File: src/core/mcc_defines.svh
`ifndef MCC_DEFINES_SVH
`define MCC_DEFINES_SVH

// ****************************************************************
// Register byte offsets
// ****************************************************************
`define OFS_SWITCH     8'h00
`define OFS_PRESCALE   8'h04
`define OFS_GATE_ONE   8'h08
`define OFS_GATE_TWO   8'h0C
`define OFS_CORE_GATE  8'h10
`define OFS_SECURITY   8'h14
`define OFS_CLKOUT     8'h18

// ****************************************************************
// Field positions
// ****************************************************************
`define SW_REQ_LSB     0
`define SW_CUR_LSB     4
`define SW_BUSY_BIT    8
`define SEC_EN_BIT     0
`define SEC_IE_BIT     1
`define SEC_FLAG_BIT   2
`define OUT_EN_BIT     0
`define OUT_SEL_LSB    1

// ****************************************************************
// Reset values and writable masks
// ****************************************************************
`define PRE_RESET      3'h3
`define GATE_ONE_MASK  8'hDB
`define GATE_TWO_MASK  8'h0C
`define GATE_ONE_RESET 8'hDB
`define GATE_TWO_RESET 8'h0C
`define CORE_RESET     2'h3

// ****************************************************************
// Timing
// ****************************************************************
`define REF_CLK_MHZ        40
`define MON_TIMEOUT_NS     2000
`define MON_TIMEOUT_CYCLES ((`MON_TIMEOUT_NS * `REF_CLK_MHZ + 999) / 1000)

`endif

File: src/core/mcc_pkg.sv
package mcc_pkg;

  typedef enum logic [1:0] {
    SRC_FAST_RC = 2'h0,
    SRC_XTAL    = 2'h1,
    SRC_USER    = 2'h2,
    SRC_SLOW_RC = 2'h3
  } source_e;

  typedef enum logic [1:0] {
    SW_IDLE  = 2'h0,
    SW_WAIT  = 2'h1,
    SW_ALIGN = 2'h3
  } sw_state_e;

  typedef struct packed {
    logic core;
    logic memory;
    logic timer_one;
    logic timer_five;
    logic timer_six;
    logic serial_port;
    logic spi;
    logic i2c;
    logic adc;
    logic auto_wakeup;
  } gated_ticks_s;

endpackage : mcc_pkg

File: src/core/master_clock_controller.sv
`timescale 1ns/1ps
`include "mcc_defines.svh"

// Functional notes
// - Four master sources are selectable: external crystal, user external clock, RC and low RC.
// - After reset the master clock is the internal RC divided by eight.
// - A newly requested source takes over only once it reports ready.
// - A changeover requested by software happens on a master tick boundary so no period is ever shortened.
// - Core and peripheral ticks pass through a programmable power-of-two prescaler.
// - The core, the memory and each peripheral have a tick gate of their own.
// - With the monitor enabled, a failed external source forces the RC divided by eight.
// - Peripheral gates sit in two registers at fixed bits, other bits reserved.
// - A selectable tick (master, RC, low RC or crystal) drives the clock output pin.
module master_clock_controller #(
  parameter int MON_TIMEOUT_CYCLES = `MON_TIMEOUT_CYCLES
) (
  input  wire logic                 I_REF_CLK,
  input  wire logic                 I_RST_N,
  input  wire logic                 I_HSEL,
  input  wire logic [31:0]          I_HADDR,
  input  wire logic [1:0]           I_HTRANS,
  input  wire logic                 I_HWRITE,
  input  wire logic [2:0]           I_HSIZE,
  input  wire logic [31:0]          I_HWDATA,
  input  wire logic                 I_HREADY,
  input  wire logic [3:0]           I_SRC_TICK,
  input  wire logic [3:0]           I_SRC_READY,
  output logic [31:0]               O_HRDATA,
  output logic                      O_HREADYOUT,
  output logic                      O_HRESP,
  output logic                      O_MASTER_TICK,
  output mcc_pkg::gated_ticks_s     O_GATED_TICK,
  output logic                      O_CLK_OUT,
  output logic                      O_MON_IRQ
);
  import mcc_pkg::*;

  if (MON_TIMEOUT_CYCLES < 2 || MON_TIMEOUT_CYCLES > 255) begin : g_bad_timeout
    $error("master_clock_controller: MON_TIMEOUT_CYCLES must be 2 to 255.");
  end

  localparam logic [7:0] TIMEOUT = 8'(MON_TIMEOUT_CYCLES);

  // ****************************************************************
  // Register state
  // ****************************************************************
  source_e     cur_src_reg;
  source_e     req_src_reg;
  sw_state_e   sw_state_reg;
  logic [2:0]  ratio_reg;
  logic [7:0]  gate_one_reg;
  logic [7:0]  gate_two_reg;
  logic [1:0]  core_gate_reg;
  logic        mon_en_reg;
  logic        mon_ie_reg;
  logic        mon_flag_reg;
  logic [7:0]  mon_cnt_reg;
  logic        out_en_reg;
  logic [1:0]  out_sel_reg;
  logic        wr_pend_reg;
  logic        rd_pend_reg;
  logic [7:0]  addr_reg;
  logic        master_tick;
  logic        sel_tick;
  logic        wr_switch;
  logic        monitoring;
  logic        mon_fail;
  logic        switch_now;
  logic        out_tick;
  logic [31:0] rd_mux;
  logic        addr_ok;
  logic        req_ready;

  // ****************************************************************
  // AHB-Lite slave
  // ****************************************************************
  assign addr_ok = I_HSEL && I_HREADY && I_HTRANS[1] && (I_HADDR[31:8] == 24'h000000)
                   && (I_HADDR[1:0] == 2'h0);

  always_ff @(posedge I_REF_CLK) begin
    if (!I_RST_N) begin
      wr_pend_reg <= 1'b0;
      rd_pend_reg <= 1'b0;
      addr_reg    <= 8'h00;
      O_HREADYOUT <= 1'b1;
      O_HRESP     <= 1'b0;
      O_HRDATA    <= 32'h00000000;
    end else begin
      wr_pend_reg <= addr_ok && I_HWRITE && (I_HSIZE == 3'h2);
      rd_pend_reg <= addr_ok && !I_HWRITE;
      if (addr_ok) begin
        addr_reg <= I_HADDR[7:0];
      end
      // Reads insert one wait state so the data always come from a register.
      if (addr_ok && !I_HWRITE) begin
        O_HREADYOUT <= 1'b0;
      end else if (rd_pend_reg) begin
        O_HREADYOUT <= 1'b1;
        O_HRDATA    <= rd_mux;
      end
    end
  end

  always_comb begin
    rd_mux = 32'h00000000;
    if (addr_reg == `OFS_SWITCH) begin
      rd_mux[`SW_REQ_LSB +: 2] = req_src_reg;
      rd_mux[`SW_CUR_LSB +: 2] = cur_src_reg;
      rd_mux[`SW_BUSY_BIT]     = (sw_state_reg != SW_IDLE);
    end else if (addr_reg == `OFS_PRESCALE) begin
      rd_mux[2:0] = ratio_reg;
    end else if (addr_reg == `OFS_GATE_ONE) begin
      rd_mux[7:0] = gate_one_reg;
    end else if (addr_reg == `OFS_GATE_TWO) begin
      rd_mux[7:0] = gate_two_reg;
    end else if (addr_reg == `OFS_CORE_GATE) begin
      rd_mux[1:0] = core_gate_reg;
    end else if (addr_reg == `OFS_SECURITY) begin
      rd_mux[`SEC_EN_BIT]   = mon_en_reg;
      rd_mux[`SEC_IE_BIT]   = mon_ie_reg;
      rd_mux[`SEC_FLAG_BIT] = mon_flag_reg;
    end else if (addr_reg == `OFS_CLKOUT) begin
      rd_mux[`OUT_EN_BIT]       = out_en_reg;
      rd_mux[`OUT_SEL_LSB +: 2] = out_sel_reg;
    end
  end

  // ****************************************************************
  // Source selection and glitch-free switch
  // ****************************************************************
  assign sel_tick   = I_SRC_TICK[cur_src_reg];
  assign wr_switch  = wr_pend_reg && (addr_reg == `OFS_SWITCH);
  assign req_ready  = I_SRC_READY[req_src_reg];
  assign switch_now = (sw_state_reg == SW_ALIGN) && !wr_switch && req_ready
                      && master_tick;

  always_ff @(posedge I_REF_CLK) begin
    if (!I_RST_N) begin
      cur_src_reg  <= SRC_FAST_RC;
      req_src_reg  <= SRC_FAST_RC;
      sw_state_reg <= SW_IDLE;
    end else if (mon_fail) begin
      cur_src_reg  <= SRC_FAST_RC;
      req_src_reg  <= SRC_FAST_RC;
      sw_state_reg <= SW_IDLE;
    end else begin
      if (wr_switch) begin
        req_src_reg <= source_e'(I_HWDATA[`SW_REQ_LSB +: 2]);
      end
      case (sw_state_reg)
        SW_IDLE: begin
          if (wr_switch && (I_HWDATA[`SW_REQ_LSB +: 2] != cur_src_reg)) begin
            sw_state_reg <= SW_WAIT;
          end
        end
        SW_WAIT: begin
          if (req_src_reg == cur_src_reg) begin
            sw_state_reg <= SW_IDLE;
          end else if (!wr_switch && req_ready) begin
            sw_state_reg <= SW_ALIGN;
          end
        end
        SW_ALIGN: begin
          if (wr_switch || !req_ready) begin
            sw_state_reg <= SW_WAIT;
          end else if (master_tick) begin
            cur_src_reg  <= req_src_reg;
            sw_state_reg <= SW_IDLE;
          end
        end
        default: begin
          sw_state_reg <= SW_IDLE;
        end
      endcase
    end
  end

  // ****************************************************************
  // Prescaler
  // ****************************************************************
  always_ff @(posedge I_REF_CLK) begin
    if (!I_RST_N) begin
      ratio_reg <= `PRE_RESET;
    end else if (mon_fail) begin
      ratio_reg <= `PRE_RESET;
    end else if (wr_pend_reg && (addr_reg == `OFS_PRESCALE)) begin
      ratio_reg <= I_HWDATA[2:0];
    end
  end

  // The divider phase restarts on a changeover so the first new period is whole.
  clk_prescaler #(
    .RATIO_W (3)
  ) u_prescaler (
    .i_clk     (I_REF_CLK),
    .i_rst_n   (I_RST_N),
    .i_tick    (sel_tick),
    .i_restart (switch_now || mon_fail),
    .i_ratio   (ratio_reg),
    .o_tick    (master_tick)
  );

  assign O_MASTER_TICK = master_tick;

  // ****************************************************************
  // Clock gates
  // ****************************************************************
  always_ff @(posedge I_REF_CLK) begin
    if (!I_RST_N) begin
      gate_one_reg  <= `GATE_ONE_RESET;
      gate_two_reg  <= `GATE_TWO_RESET;
      core_gate_reg <= `CORE_RESET;
    end else if (wr_pend_reg) begin
      if (addr_reg == `OFS_GATE_ONE) begin
        gate_one_reg <= I_HWDATA[7:0] & `GATE_ONE_MASK;
      end else if (addr_reg == `OFS_GATE_TWO) begin
        gate_two_reg <= I_HWDATA[7:0] & `GATE_TWO_MASK;
      end else if (addr_reg == `OFS_CORE_GATE) begin
        core_gate_reg <= I_HWDATA[1:0];
      end
    end
  end

  clk_gate_bank #(
    .N (10)
  ) u_gates (
    .i_clk    (I_REF_CLK),
    .i_rst_n  (I_RST_N),
    .i_tick   (master_tick),
    .i_enable ({core_gate_reg, gate_one_reg[7:6], gate_one_reg[4:3],
                gate_one_reg[1:0], gate_two_reg[3:2]}),
    .o_tick   (O_GATED_TICK)
  );

  // ****************************************************************
  // Security monitor
  // ****************************************************************
  assign monitoring = mon_en_reg && ((cur_src_reg == SRC_XTAL) || (cur_src_reg == SRC_USER));
  assign mon_fail   = monitoring && !sel_tick && (mon_cnt_reg == TIMEOUT - 8'h01);

  always_ff @(posedge I_REF_CLK) begin
    if (!I_RST_N) begin
      mon_cnt_reg <= 8'h00;
    end else if (!monitoring || sel_tick) begin
      mon_cnt_reg <= 8'h00;
    end else if (mon_cnt_reg != TIMEOUT) begin
      mon_cnt_reg <= mon_cnt_reg + 8'h01;
    end
  end

  always_ff @(posedge I_REF_CLK) begin
    if (!I_RST_N) begin
      mon_en_reg <= 1'b0;
      mon_ie_reg <= 1'b0;
    end else if (wr_pend_reg && (addr_reg == `OFS_SECURITY)) begin
      mon_en_reg <= I_HWDATA[`SEC_EN_BIT];
      mon_ie_reg <= I_HWDATA[`SEC_IE_BIT];
    end
  end

  // A failure in the same cycle as a software clear keeps the flag set.
  always_ff @(posedge I_REF_CLK) begin
    if (!I_RST_N) begin
      mon_flag_reg <= 1'b0;
    end else if (mon_fail) begin
      mon_flag_reg <= 1'b1;
    end else if (wr_pend_reg && (addr_reg == `OFS_SECURITY) && I_HWDATA[`SEC_FLAG_BIT]) begin
      mon_flag_reg <= 1'b0;
    end
  end

  always_ff @(posedge I_REF_CLK) begin
    if (!I_RST_N) begin
      O_MON_IRQ <= 1'b0;
    end else begin
      O_MON_IRQ <= mon_flag_reg && mon_ie_reg;
    end
  end

  // ****************************************************************
  // Clock output pin
  // ****************************************************************
  always_comb begin
    case (out_sel_reg)
      2'h0:    out_tick = master_tick;
      2'h1:    out_tick = I_SRC_TICK[SRC_FAST_RC];
      2'h2:    out_tick = I_SRC_TICK[SRC_SLOW_RC];
      default: out_tick = I_SRC_TICK[SRC_XTAL];
    endcase
  end

  always_ff @(posedge I_REF_CLK) begin
    if (!I_RST_N) begin
      out_en_reg  <= 1'b0;
      out_sel_reg <= 2'h0;
    end else if (wr_pend_reg && (addr_reg == `OFS_CLKOUT)) begin
      out_en_reg  <= I_HWDATA[`OUT_EN_BIT];
      out_sel_reg <= I_HWDATA[`OUT_SEL_LSB +: 2];
    end
  end

  always_ff @(posedge I_REF_CLK) begin
    if (!I_RST_N) begin
      O_CLK_OUT <= 1'b0;
    end else if (!out_en_reg) begin
      O_CLK_OUT <= 1'b0;
    end else if (out_tick) begin
      O_CLK_OUT <= !O_CLK_OUT;
    end
  end
endmodule : master_clock_controller

File: src/core/clk_prescaler.sv
`timescale 1ns/1ps

// ****************************************************************
// Power-of-two tick divider with phase restart
// ****************************************************************
module clk_prescaler #(
  parameter int RATIO_W = 3
) (
  input  wire logic               i_clk,
  input  wire logic               i_rst_n,
  input  wire logic               i_tick,
  input  wire logic               i_restart,
  input  wire logic [RATIO_W-1:0] i_ratio,
  output logic                    o_tick
);
  localparam int CW = (1 << RATIO_W) - 1;

  if (RATIO_W < 1 || RATIO_W > 4) begin : g_bad_width
    $error("clk_prescaler: RATIO_W must be 1 to 4.");
  end

  logic [CW-1:0] cnt_reg;
  logic [CW-1:0] lim;

  assign lim = CW'((CW'(1) << i_ratio) - CW'(1));

  always_ff @(posedge i_clk) begin
    if (!i_rst_n) begin
      cnt_reg <= '0;
      o_tick  <= 1'b0;
    end else if (i_restart) begin
      cnt_reg <= '0;
      o_tick  <= 1'b0;
    end else if (i_tick) begin
      if (cnt_reg >= lim) begin
        cnt_reg <= '0;
        o_tick  <= 1'b1;
      end else begin
        cnt_reg <= cnt_reg + CW'(1);
        o_tick  <= 1'b0;
      end
    end else begin
      o_tick <= 1'b0;
    end
  end
endmodule : clk_prescaler

File: src/core/clk_gate_bank.sv
`timescale 1ns/1ps

// ****************************************************************
// Bank of registered clock-enable gates
// ****************************************************************
module clk_gate_bank #(
  parameter int N = 10
) (
  input  wire logic         i_clk,
  input  wire logic         i_rst_n,
  input  wire logic         i_tick,
  input  wire logic [N-1:0] i_enable,
  output logic      [N-1:0] o_tick
);
  if (N < 1) begin : g_bad_n
    $error("clk_gate_bank: N must be at least 1.");
  end

  always_ff @(posedge i_clk) begin
    if (!i_rst_n) begin
      o_tick <= '0;
    end else begin
      o_tick <= {N{i_tick}} & i_enable;
    end
  end
endmodule : clk_gate_bank

File: config.mk
export PLATFORM = sky130hd
export DESIGN_NAME = master_clock_controller
export DESIGN_NICKNAME = d
export VERILOG_FILES = /design/src/core/mcc_pkg.sv /design/src/core/master_clock_controller.sv /design/src/core/clk_prescaler.sv /design/src/core/clk_gate_bank.sv
export VERILOG_INCLUDE_DIRS = /design/src /design/src/core
export SDC_FILE = /design/constraint.sdc
export NUM_CORES = 1
export LEC_CHECK = 0
export BUFFER_PORTS_ARGS = -buffer_cell sky130_fd_sc_hd__buf_4
export CAP_MARGIN = 10
export CORE_ASPECT_RATIO = 0.8
export CORE_MARGIN = 2
export CORE_UTILIZATION = 41
export CTS_BUF_LIST = sky130_fd_sc_hd__clkbuf_8
export DETAILED_ROUTE_END_ITERATION = 10
export GPL_ROUTABILITY_DRIVEN = 0
export GPL_TIMING_DRIVEN = 1
export PLACE_DENSITY = 0.67
export SLEW_MARGIN = 20
export SYNTH_ARGS = -nofsm -noshare
export SYNTH_HDL_FRONTEND = slang
export SYNTH_SLANG_ARGS = --single-unit
File: constraint.sdc
create_clock -name I_REF_CLK -period 3.9 [get_ports I_REF_CLK]
set_input_delay 0.195 -clock I_REF_CLK [delete_from_list [all_inputs] [get_ports I_REF_CLK]]
set_output_delay 0.195 -clock I_REF_CLK [all_outputs]
set_load 0.02 [all_outputs]
---- Yosys cells after proc, flatten, opt, wreduce, memory -nomap -nowiden ----
Index checks and enable logic that the tools add are counted.
operators by class
  $add $sub $neg .......................... 3
  muxes and demuxes ....................... 31
  reduce and logical (&&, ||, !) cells .... 50
  bitwise operators ....................... 7
  magnitude comparators ................... 3
  equality and inequality tests ........... 20
  shift-type cells ........................ 1
operators with widths
  operator               number
  $eq A8 B5 Y1 const B   3
  $logic_not A24 Y1      1
  $logic_and A1 B1 Y1    21
  $mux W2                10
  $eq A8 B4 Y1 const B   2
  $mux W3                4
  $and A10 B10 Y10       1
  $mux W1                10
  $reduce_and A3 Y1      3
  $add A8 B1 Y8 const B  1
  $eq A8 B3 Y1 const B   1
  $eq A8 B7 Y1 const B   1
  $logic_not A8 Y1       1
  $mux W8                1
  $ne A8 B7 Y1 const B   1
  $add A7 B1 Y7 const B  1
  $ge A7 B7 Y1           1
  $mux W7                1
  $shl A1 B3 Y7 const A  1
  $sub A7 B2 Y7 const B  1
  $eq A2 B1 Y1 const B   3
  $eq A2 B2 Y1 const B   3
  $logic_not A1 Y1       6
  $logic_not A2 Y1       3
  18 further kinds       34
word-level totals
  input bits .............................. 82
  bits in registers ....................... 73
  word-level logic and storage cells ...... 138

---- Longest topological paths before layout ----
Gate-level depths: netlist (run 1).
  depth after elaboration ................. 8
  gate-level depth with buffers ........... 13
  mapped depth without buffers ............ 11

---- By module ----
A second synthesis (run 1) with hierarchy kept.
unflattened totals
  cells, all modules ...................... 406
  area, all modules ....................... 3739.8 sq um
modules (own cells, without submodules)
  module                   cells each  sequential area each (sq um)  instances  area an instance (sq um)
  master_clock_controller  328         1101.1                        1          2930.3
  clk_prescaler            58          160.2                         1          546.8
  clk_gate_bank            20          200.2                         1          262.8

---- Least setup slack after synthesis (run 1) ----
OpenSTA, ideal clock, no wires.
  path kind ............................... reg-to-reg
  start point ............................. reg ratio_reg[0]
  end point ............................... reg u_prescaler.cnt_reg[0]
  arrival ................................. 2.538 ns
  cell stages (with the launch flop) ...... 13
  required time ........................... 3.771 ns
  clock period less this slack ............ 2.667 ns
  setup slack ............................. 1.233 ns
  setup time .............................. 0.129 ns
  path through ............................ dfxtp_1 -> clkbuf_1 -> or3_1 -> ha_1 -> buf_1 -> xor2_1 -> nor2_1 -> a21oi_1 -> ha_1 -> nand2_1 -> nor4_1 -> o21a_1 -> nor3_2
on the way
  longest elaborated chain between the ends .. 4
ends and longest elaborated chain
  item                      line                            source
  start: declaration        master_clock_controller.sv:50   logic [2:0] ratio_reg;
  start signal: assignment  master_clock_controller.sv:183  ratio_reg <= `PRE_RESET;
  start signal: assignment  master_clock_controller.sv:185  ratio_reg <= `PRE_RESET;
  start signal: assignment  master_clock_controller.sv:187  ratio_reg <= I_HWDATA[2:0];
  $shl A1 B3 Y7             clk_prescaler.sv:25             assign lim = CW'((CW'(1) << i_ratio) - CW'(1));
  $sub A7 B2 Y7             clk_prescaler.sv:25
  $ge A7 B7 Y1              clk_prescaler.sv:35             if (cnt_reg >= lim) begin
  $mux W7                   clk_prescaler.sv:35
  end signal: assignment    clk_prescaler.sv:39             cnt_reg <= cnt_reg + CW'(1);
  end: declaration          clk_prescaler.sv:22             logic [CW-1:0] cnt_reg;
No other way between the ends.
A chain may end at the register's enable or synchronous reset.

---- Worst setup path after layout (run 1) ----
Same ends and word-level chain as after synthesis.

==> results.ini, run 1 <==
[final_layout]
layout-drive-gt1-share_pct = 25.0
syn_to_final_growth_pct = 18.8
stdcell_count = 603
nNetsFinal = 577
largest_register = u_gates.o_tick
reg.largest.list = u_gates.o_tick x10, O_HRDATA x9
antenna_cells = 0
largest_reg_flops = 10

[power_and_ir_drop]
power.switching_w = 0.000335
netSwitchingFraction_pct = 23.7
powerDensity_nw_per_um2 = 316
power.internal_w = 0.00108
leakage_nw = 1.96
p_comb_share_pct = 7.1
power_frac_seq_pct = 53.0
irDropWorstVdd_mv = 0.168
clkPwrFrac_pct = 39.9

[worst_setup_path]
required_ps = 4130
crit_type = reg -> reg
end_kind = register
critPathLaunchType = register
arrival_ps = 2960
critPathMaxFanout = 8

[timing]
worst_pin_slew_ps = 792
maxSlewViolCount = 0
setup_viol = 0
slew_headroom_pct = 47.0
rsz0062_at_grt = false
worst_clock_skew_ps = 8.20
timing.hold.ws_ps = 53.3
hold_viol = 0
finalCriticalPeriod_ps = 2730
fin_tns_setup_ps = 0
fmax_mhz = 366
finalWorstSetupSlack_ps = 1170
fin_crit_sh_pct = 70.0

[drt]
wire_per_inst_um = 14.2
drt-pass1-iter-count = 5
drt_wl_total_mm = 8.58
first_iter_violations = 205
avgViaCountPerCell = 5.10
drc = 0
ant_nets = 0
vias = 3075

[die]
start_util_pct = 41.9
die_h_um = 89.8
core_um2 = 9000
dieWidth_um = 111
rows = 31
die_area_um2 = 9990
ios = 129

[clocking]
clockRootBuffer = clkbuf_8
htreeDepth = 3
cts.clk_slew.worst_paths_ps = 80
postCtsSetupRepairBufs = 0
cts_repair_resize_count = 0
cts-buffers-inserted = 9
cts_tree = done
cts_max_path_buffers = 2
clkSinkCount = 73
insertion_delay_ps = 340
cts-hold-fix-buffers = 0

[yosys]
netlist_area_um2 = 3770
synth_edf_count = 0
synth_cells = 418
ys_seq_area_share_pct = 38.7
synth-async-reset-ratio_pct = 0
syn_area_per_cell_um2 = 9.03
ys_ff_latch = 73
synth.distinct_cells = 58
ys.warnings.count = 0
synth_flop_cell = dfxtp_1

[placed_design]
pre_cts_ws_ps = 1170
place_hpwl_mm = 6.63
dp.cells = 588
portBuffers = 78

[worst_hold_path]
hold_path_class = in -> reg

[global_route]
grt_max_degree = 31
gr-usage-all-layers_pct = 17.8
grt_pass1_wl_mm = 14.6
grt-ovfl-total = 0
grt_pass1_vias = 2969
grt_antenna_before_repair = 0
grt.busiest_layer = met2
met2_usage_pct = 29.2
use_met1_pct = 23.2
use_met3_pct = 5.66

[run_status]
outcome = finished, final reports clean

[job]
cap_violations = 0

[per-layer routing]
metal | routed length (µm) | up-vias
li1 | - | 1535
met1 | 3860 | 1449
met2 | 4120 | 85
met3 | 523 | 6
met4 | 77 | 0
met5 | 0 | -
[synth_stat cells, types with 2 or more instances]
master | count | area [µm²]
mux2i_1 | 29 | 290
buf_4 | 24 | 180
nor3_1 | 6 | 30.0
buf_6 | 3 | 33.8
dfxtp_1 | 73 | 1460
nand3_1 | 11 | 55.1
nor2_1 | 41 | 154
ha_1 | 11 | 138
buf_2 | 3 | 15.0
nor3_2 | 8 | 80.1
nand2_1 | 41 | 154
nand4_1 | 7 | 43.8
nor3_4 | 2 | 32.5
buf_1 | 2 | 7.51
nand4b_1 | 3 | 26.3
a21oi_1 | 20 | 100
and3_1 | 15 | 93.8
or3_1 | 4 | 25.0
nand2b_1 | 6 | 37.5
o21ai_0 | 14 | 70.1
inv_1 | 9 | 33.8
nor2b_1 | 5 | 31.3
o22ai_1 | 5 | 31.3
xor2_1 | 14 | 123
xnor2_1 | 7 | 61.3
nor4_2 | 5 | 62.6
nor4_1 | 5 | 31.3
clkbuf_1 | 13 | 48.8
nor3b_1 | 2 | 15.0
mux4_2 | 2 | 45.0
[logic make-up (layout without fill, tap and decap cells)]
kind of cell,count (synthesis),count (layout),share of synthesized area [%]
xor gates and xnor gates,21,21,4.87
muxes,31,31,8.89
DFF,73,73,38.7
and+or+nand+nor,172,172,25.8
adders and majority gates,11,11,3.65
buffers and inverters,56,103,8.69
other,1,24,0.0994
AOI/OAI and AO/OA,53,53,9.28
[power by group through the flow]
stage | Clock (W) | Combinational, W | Sequential (W)
final | 0.000565 | 0.000101 | 0.000751
after global routing | 0.000613 | 0.000109 | 0.000751
after CTS | 0.000574 | 0.000101 | 0.000751
after detailed placement | 0 | 0.000101 | 0.000768
after global placement | 0 | 0.0000985 | 0.000768
after floorplan | 0 | 0.0000686 | 0.000767
[stage by stage]
step           power [W]  area [µm²]  util, %
3_3_place_gp    0.000866        4300     47.8
4_1_cts          0.00143        4480     49.8
3_5_place_dp    0.000869        4300     47.8
5_1_grt          0.00147        4480     49.8
6_report         0.00142        4480     49.8
2_1_floorplan   0.000836        3860        -
[area by class of cell]
cell class                 count  area [µm²]
timing repair buffer          78         586
clock inverter                 6        60.1
inverter                      10        37.5
multi-input combinational    312        2070
fill                         857        4520
sequential                    73        1460
clock buffer                   9         124
tap                          115         144
[placed cells by master (no fill, tap or decap), drive strengths merged, types with 3 or more instances in the layout]
| cell | instances |
|---|---|
| conb | 24 |
| nor4 | 10 |
| nand4 | 8 |
| o21ai | 14 |
| nand4b | 3 |
| buf | 78 |
| xnor2 | 7 |
| dfxtp | 73 |
| nand2b | 7 |
| a21oi | 20 |
| nor2 | 41 |
| xor2 | 14 |
| nand2 | 42 |
| ha | 11 |
| nand3 | 11 |
| and3 | 15 |
| clkinv | 3 |
| or3 | 5 |
| mux2i | 29 |
| o22ai | 5 |
| nor2b | 5 |
| inv | 10 |
| clkbuf | 9 |
| nor3 | 16 |
[worst max-delay path, cell delays in order, from the launching register on]
cell	delay (ps)
dfxtp_1	390
or3_1	430
ha_1	280
xor2_1	170
nor2_1	110
a21oi_1	50
ha_1	300
nand2_1	60
nor4_1	320
o21a_1	410
nor3_2	90
[final timing paths]
check             cells past startpoint          from  slack (ps)                endpoint
hold reg to reg                       2   O_HRDATA[2]         460             O_HRDATA[2]
setup / recovery                     10  ratio_reg[0]        1170  u_prescaler.cnt_reg[0]
setup reg to reg                     10  ratio_reg[0]        1170  u_prescaler.cnt_reg[0]
hold / removal                        2      I_HWRITE          50             rd_pend_reg
Power figures use the tool's default switching activity.
==> inputs of run 2 (changes only) <==
Clock period 3.9 ns to 2.8 ns, I/O delays scaled along.
==> run 2 against run 1 <==
Effect of this change: setup slack got worse by 980 ps; critical endpoint unchanged; clock power increased by 40%; via count increased by 0.65%; highest routed layer unchanged; critical path type unchanged; largest power group unchanged.
==> results.ini, run 2 (synthesis gave the netlist of run 1 again) <==
[placed_design]
pre_cts_ws_ps = 71.6
portBuffers = 78
place_hpwl_mm = 6.49

[drt]
drc = 0
drt_wl_total_mm = 8.62
wire_per_inst_um = 14.2
avgViaCountPerCell = 5.09
vias = 3095
drt-pass1-iter-count = 4
ant_nets = 0
first_iter_violations = 154

[clocking]
htreeDepth = 3
clkSinkCount = 73
cts-buffers-inserted = 9
cts_max_path_buffers = 2
insertion_delay_ps = 350
cts_tree = done
cts.clk_slew.worst_paths_ps = 80
clockRootBuffer = clkbuf_8

[worst_setup_path]
end_kind = register
required_ps = 3040
r2r_setup_slack_ps = 180
critPathMaxFanout = 8
critPathLaunchType = register
arrival_ps = 2850
crit_type = reg -> reg

[die]
ios = 129
core_um2 = 9000
die_area_um2 = 9990
rows = 31
start_util_pct = 41.9
dieWidth_um = 111
die_h_um = 89.8

[timing]
worst_pin_slew_ps = 778
fin_crit_sh_pct = 93.4
finalCriticalPeriod_ps = 2620
slew_headroom_pct = 48.0
worst_clock_skew_ps = 11.1
setup_viol = 0
hold_viol = 0
fmax_mhz = 382
finalWorstSetupSlack_ps = 185
fin_tns_setup_ps = 0
rsz0062_at_grt = false
timing.hold.ws_ps = 9.77
maxSlewViolCount = 0

[final_layout]
largest_register = u_gates.o_tick
final_cell_mix = buf_4, dfxtp_1, nor2_1, nand2_1, mux2i_1
multiInputGateArea_um2 = 2080
syn_to_final_growth_pct = 20.1
fin_util_pct = 50.4
largest_reg_flops = 10
reg.largest.list = u_gates.o_tick x10, O_HRDATA x9
final_common_cell = buf_4
n_fill_cell = 857
layout-drive-gt1-share_pct = 25.8
antenna_cells = 0
nNetsFinal = 582
seq_area_um2 = 1460

[global_route]
grt.busiest_layer = met2
gr-usage-all-layers_pct = 17.2
use_met1_pct = 22.2
met2_usage_pct = 27.3
grt-ovfl-total = 0
grt_pass1_wl_mm = 14.0
grt_pass1_vias = 2944
grt_antenna_before_repair = 0
grt_max_degree = 31
use_met3_pct = 5.66

[power_and_ir_drop]
powerDensity_nw_per_um2 = 437
irDropWorstVdd_mv = 0.189
leakage_nw = 1.98
power_w = 0.00198

[worst_hold_path]
hold_path_class = in -> reg

[job]
cap_violations = 0

[run_status]
outcome = finished, final reports clean

## run 2: cell type report
cell class                      instances  share of cell area (%)
Tap cell                              115                    3.17
Timing Repair Buffer                   83                    13.9
Multi-Input combinational cell        312                    45.8
Sequential cell                        73                    32.2
Inverter                               10                   0.828
Clock inverter                          6                    1.32
Clock buffer                            9                    2.73
## run 2: path summary, 6_finish.rpt
check,to,start,cells after the start
setup / recovery,u_prescaler.cnt_reg[0],ratio_reg[0],10
hold / removal,gate_one_reg[4],I_HWDATA[4],3
setup reg to reg,u_prescaler.cnt_reg[0],ratio_reg[0],10
hold reg to reg,O_HRDATA[5],O_HRDATA[5],2
## run 2: per-stage QoR
stage                     area [µm²]  cells
after floorplan                 3860    441
after global placement          4320    591
after detailed placement        4320    591
after CTS                       4530    608
after global routing            4530    608
final                           4530    608
## run 2: routing by layer
metal | vias up | part of all wire, % | routed length, µm
met5 | - | 0 | 0
met1 | 1436 | 46 | 3930
met4 | 0 | 1.5 | 125
met2 | 101 | 46 | 3990
li1 | 1545 | - | -
met3 | 13 | 6.6 | 572
## run 2: what timing repair did
action,CTS,global route
resized for setup,0,2
hold buffers,2,0
setup endpoints to repair,0,7
endpoints found under the hold margin,2,0
buffers inserted,0,0
## run 2: where the power goes
group | total [W] | internal, W | switching (W)
Sequential | 0.00105 | 0.00104 | 0.00000481
Clock | 0.000790 | 0.000401 | 0.000388
Combinational | 0.000146 | 0.0000680 | 0.0000781
Total | 0.00198 | 0.00151 | 0.000471
## run 2: critical path, stage by stage (launching register included)
cell     delay, ps
dfxtp_1        390
or3_1          420
ha_1           280
xor2_1         170
nor2_1         110
a21oi_1         50
ha_1           310
nand2_1         80
nor4_2         310
o21a_2         300
nor3_2          80
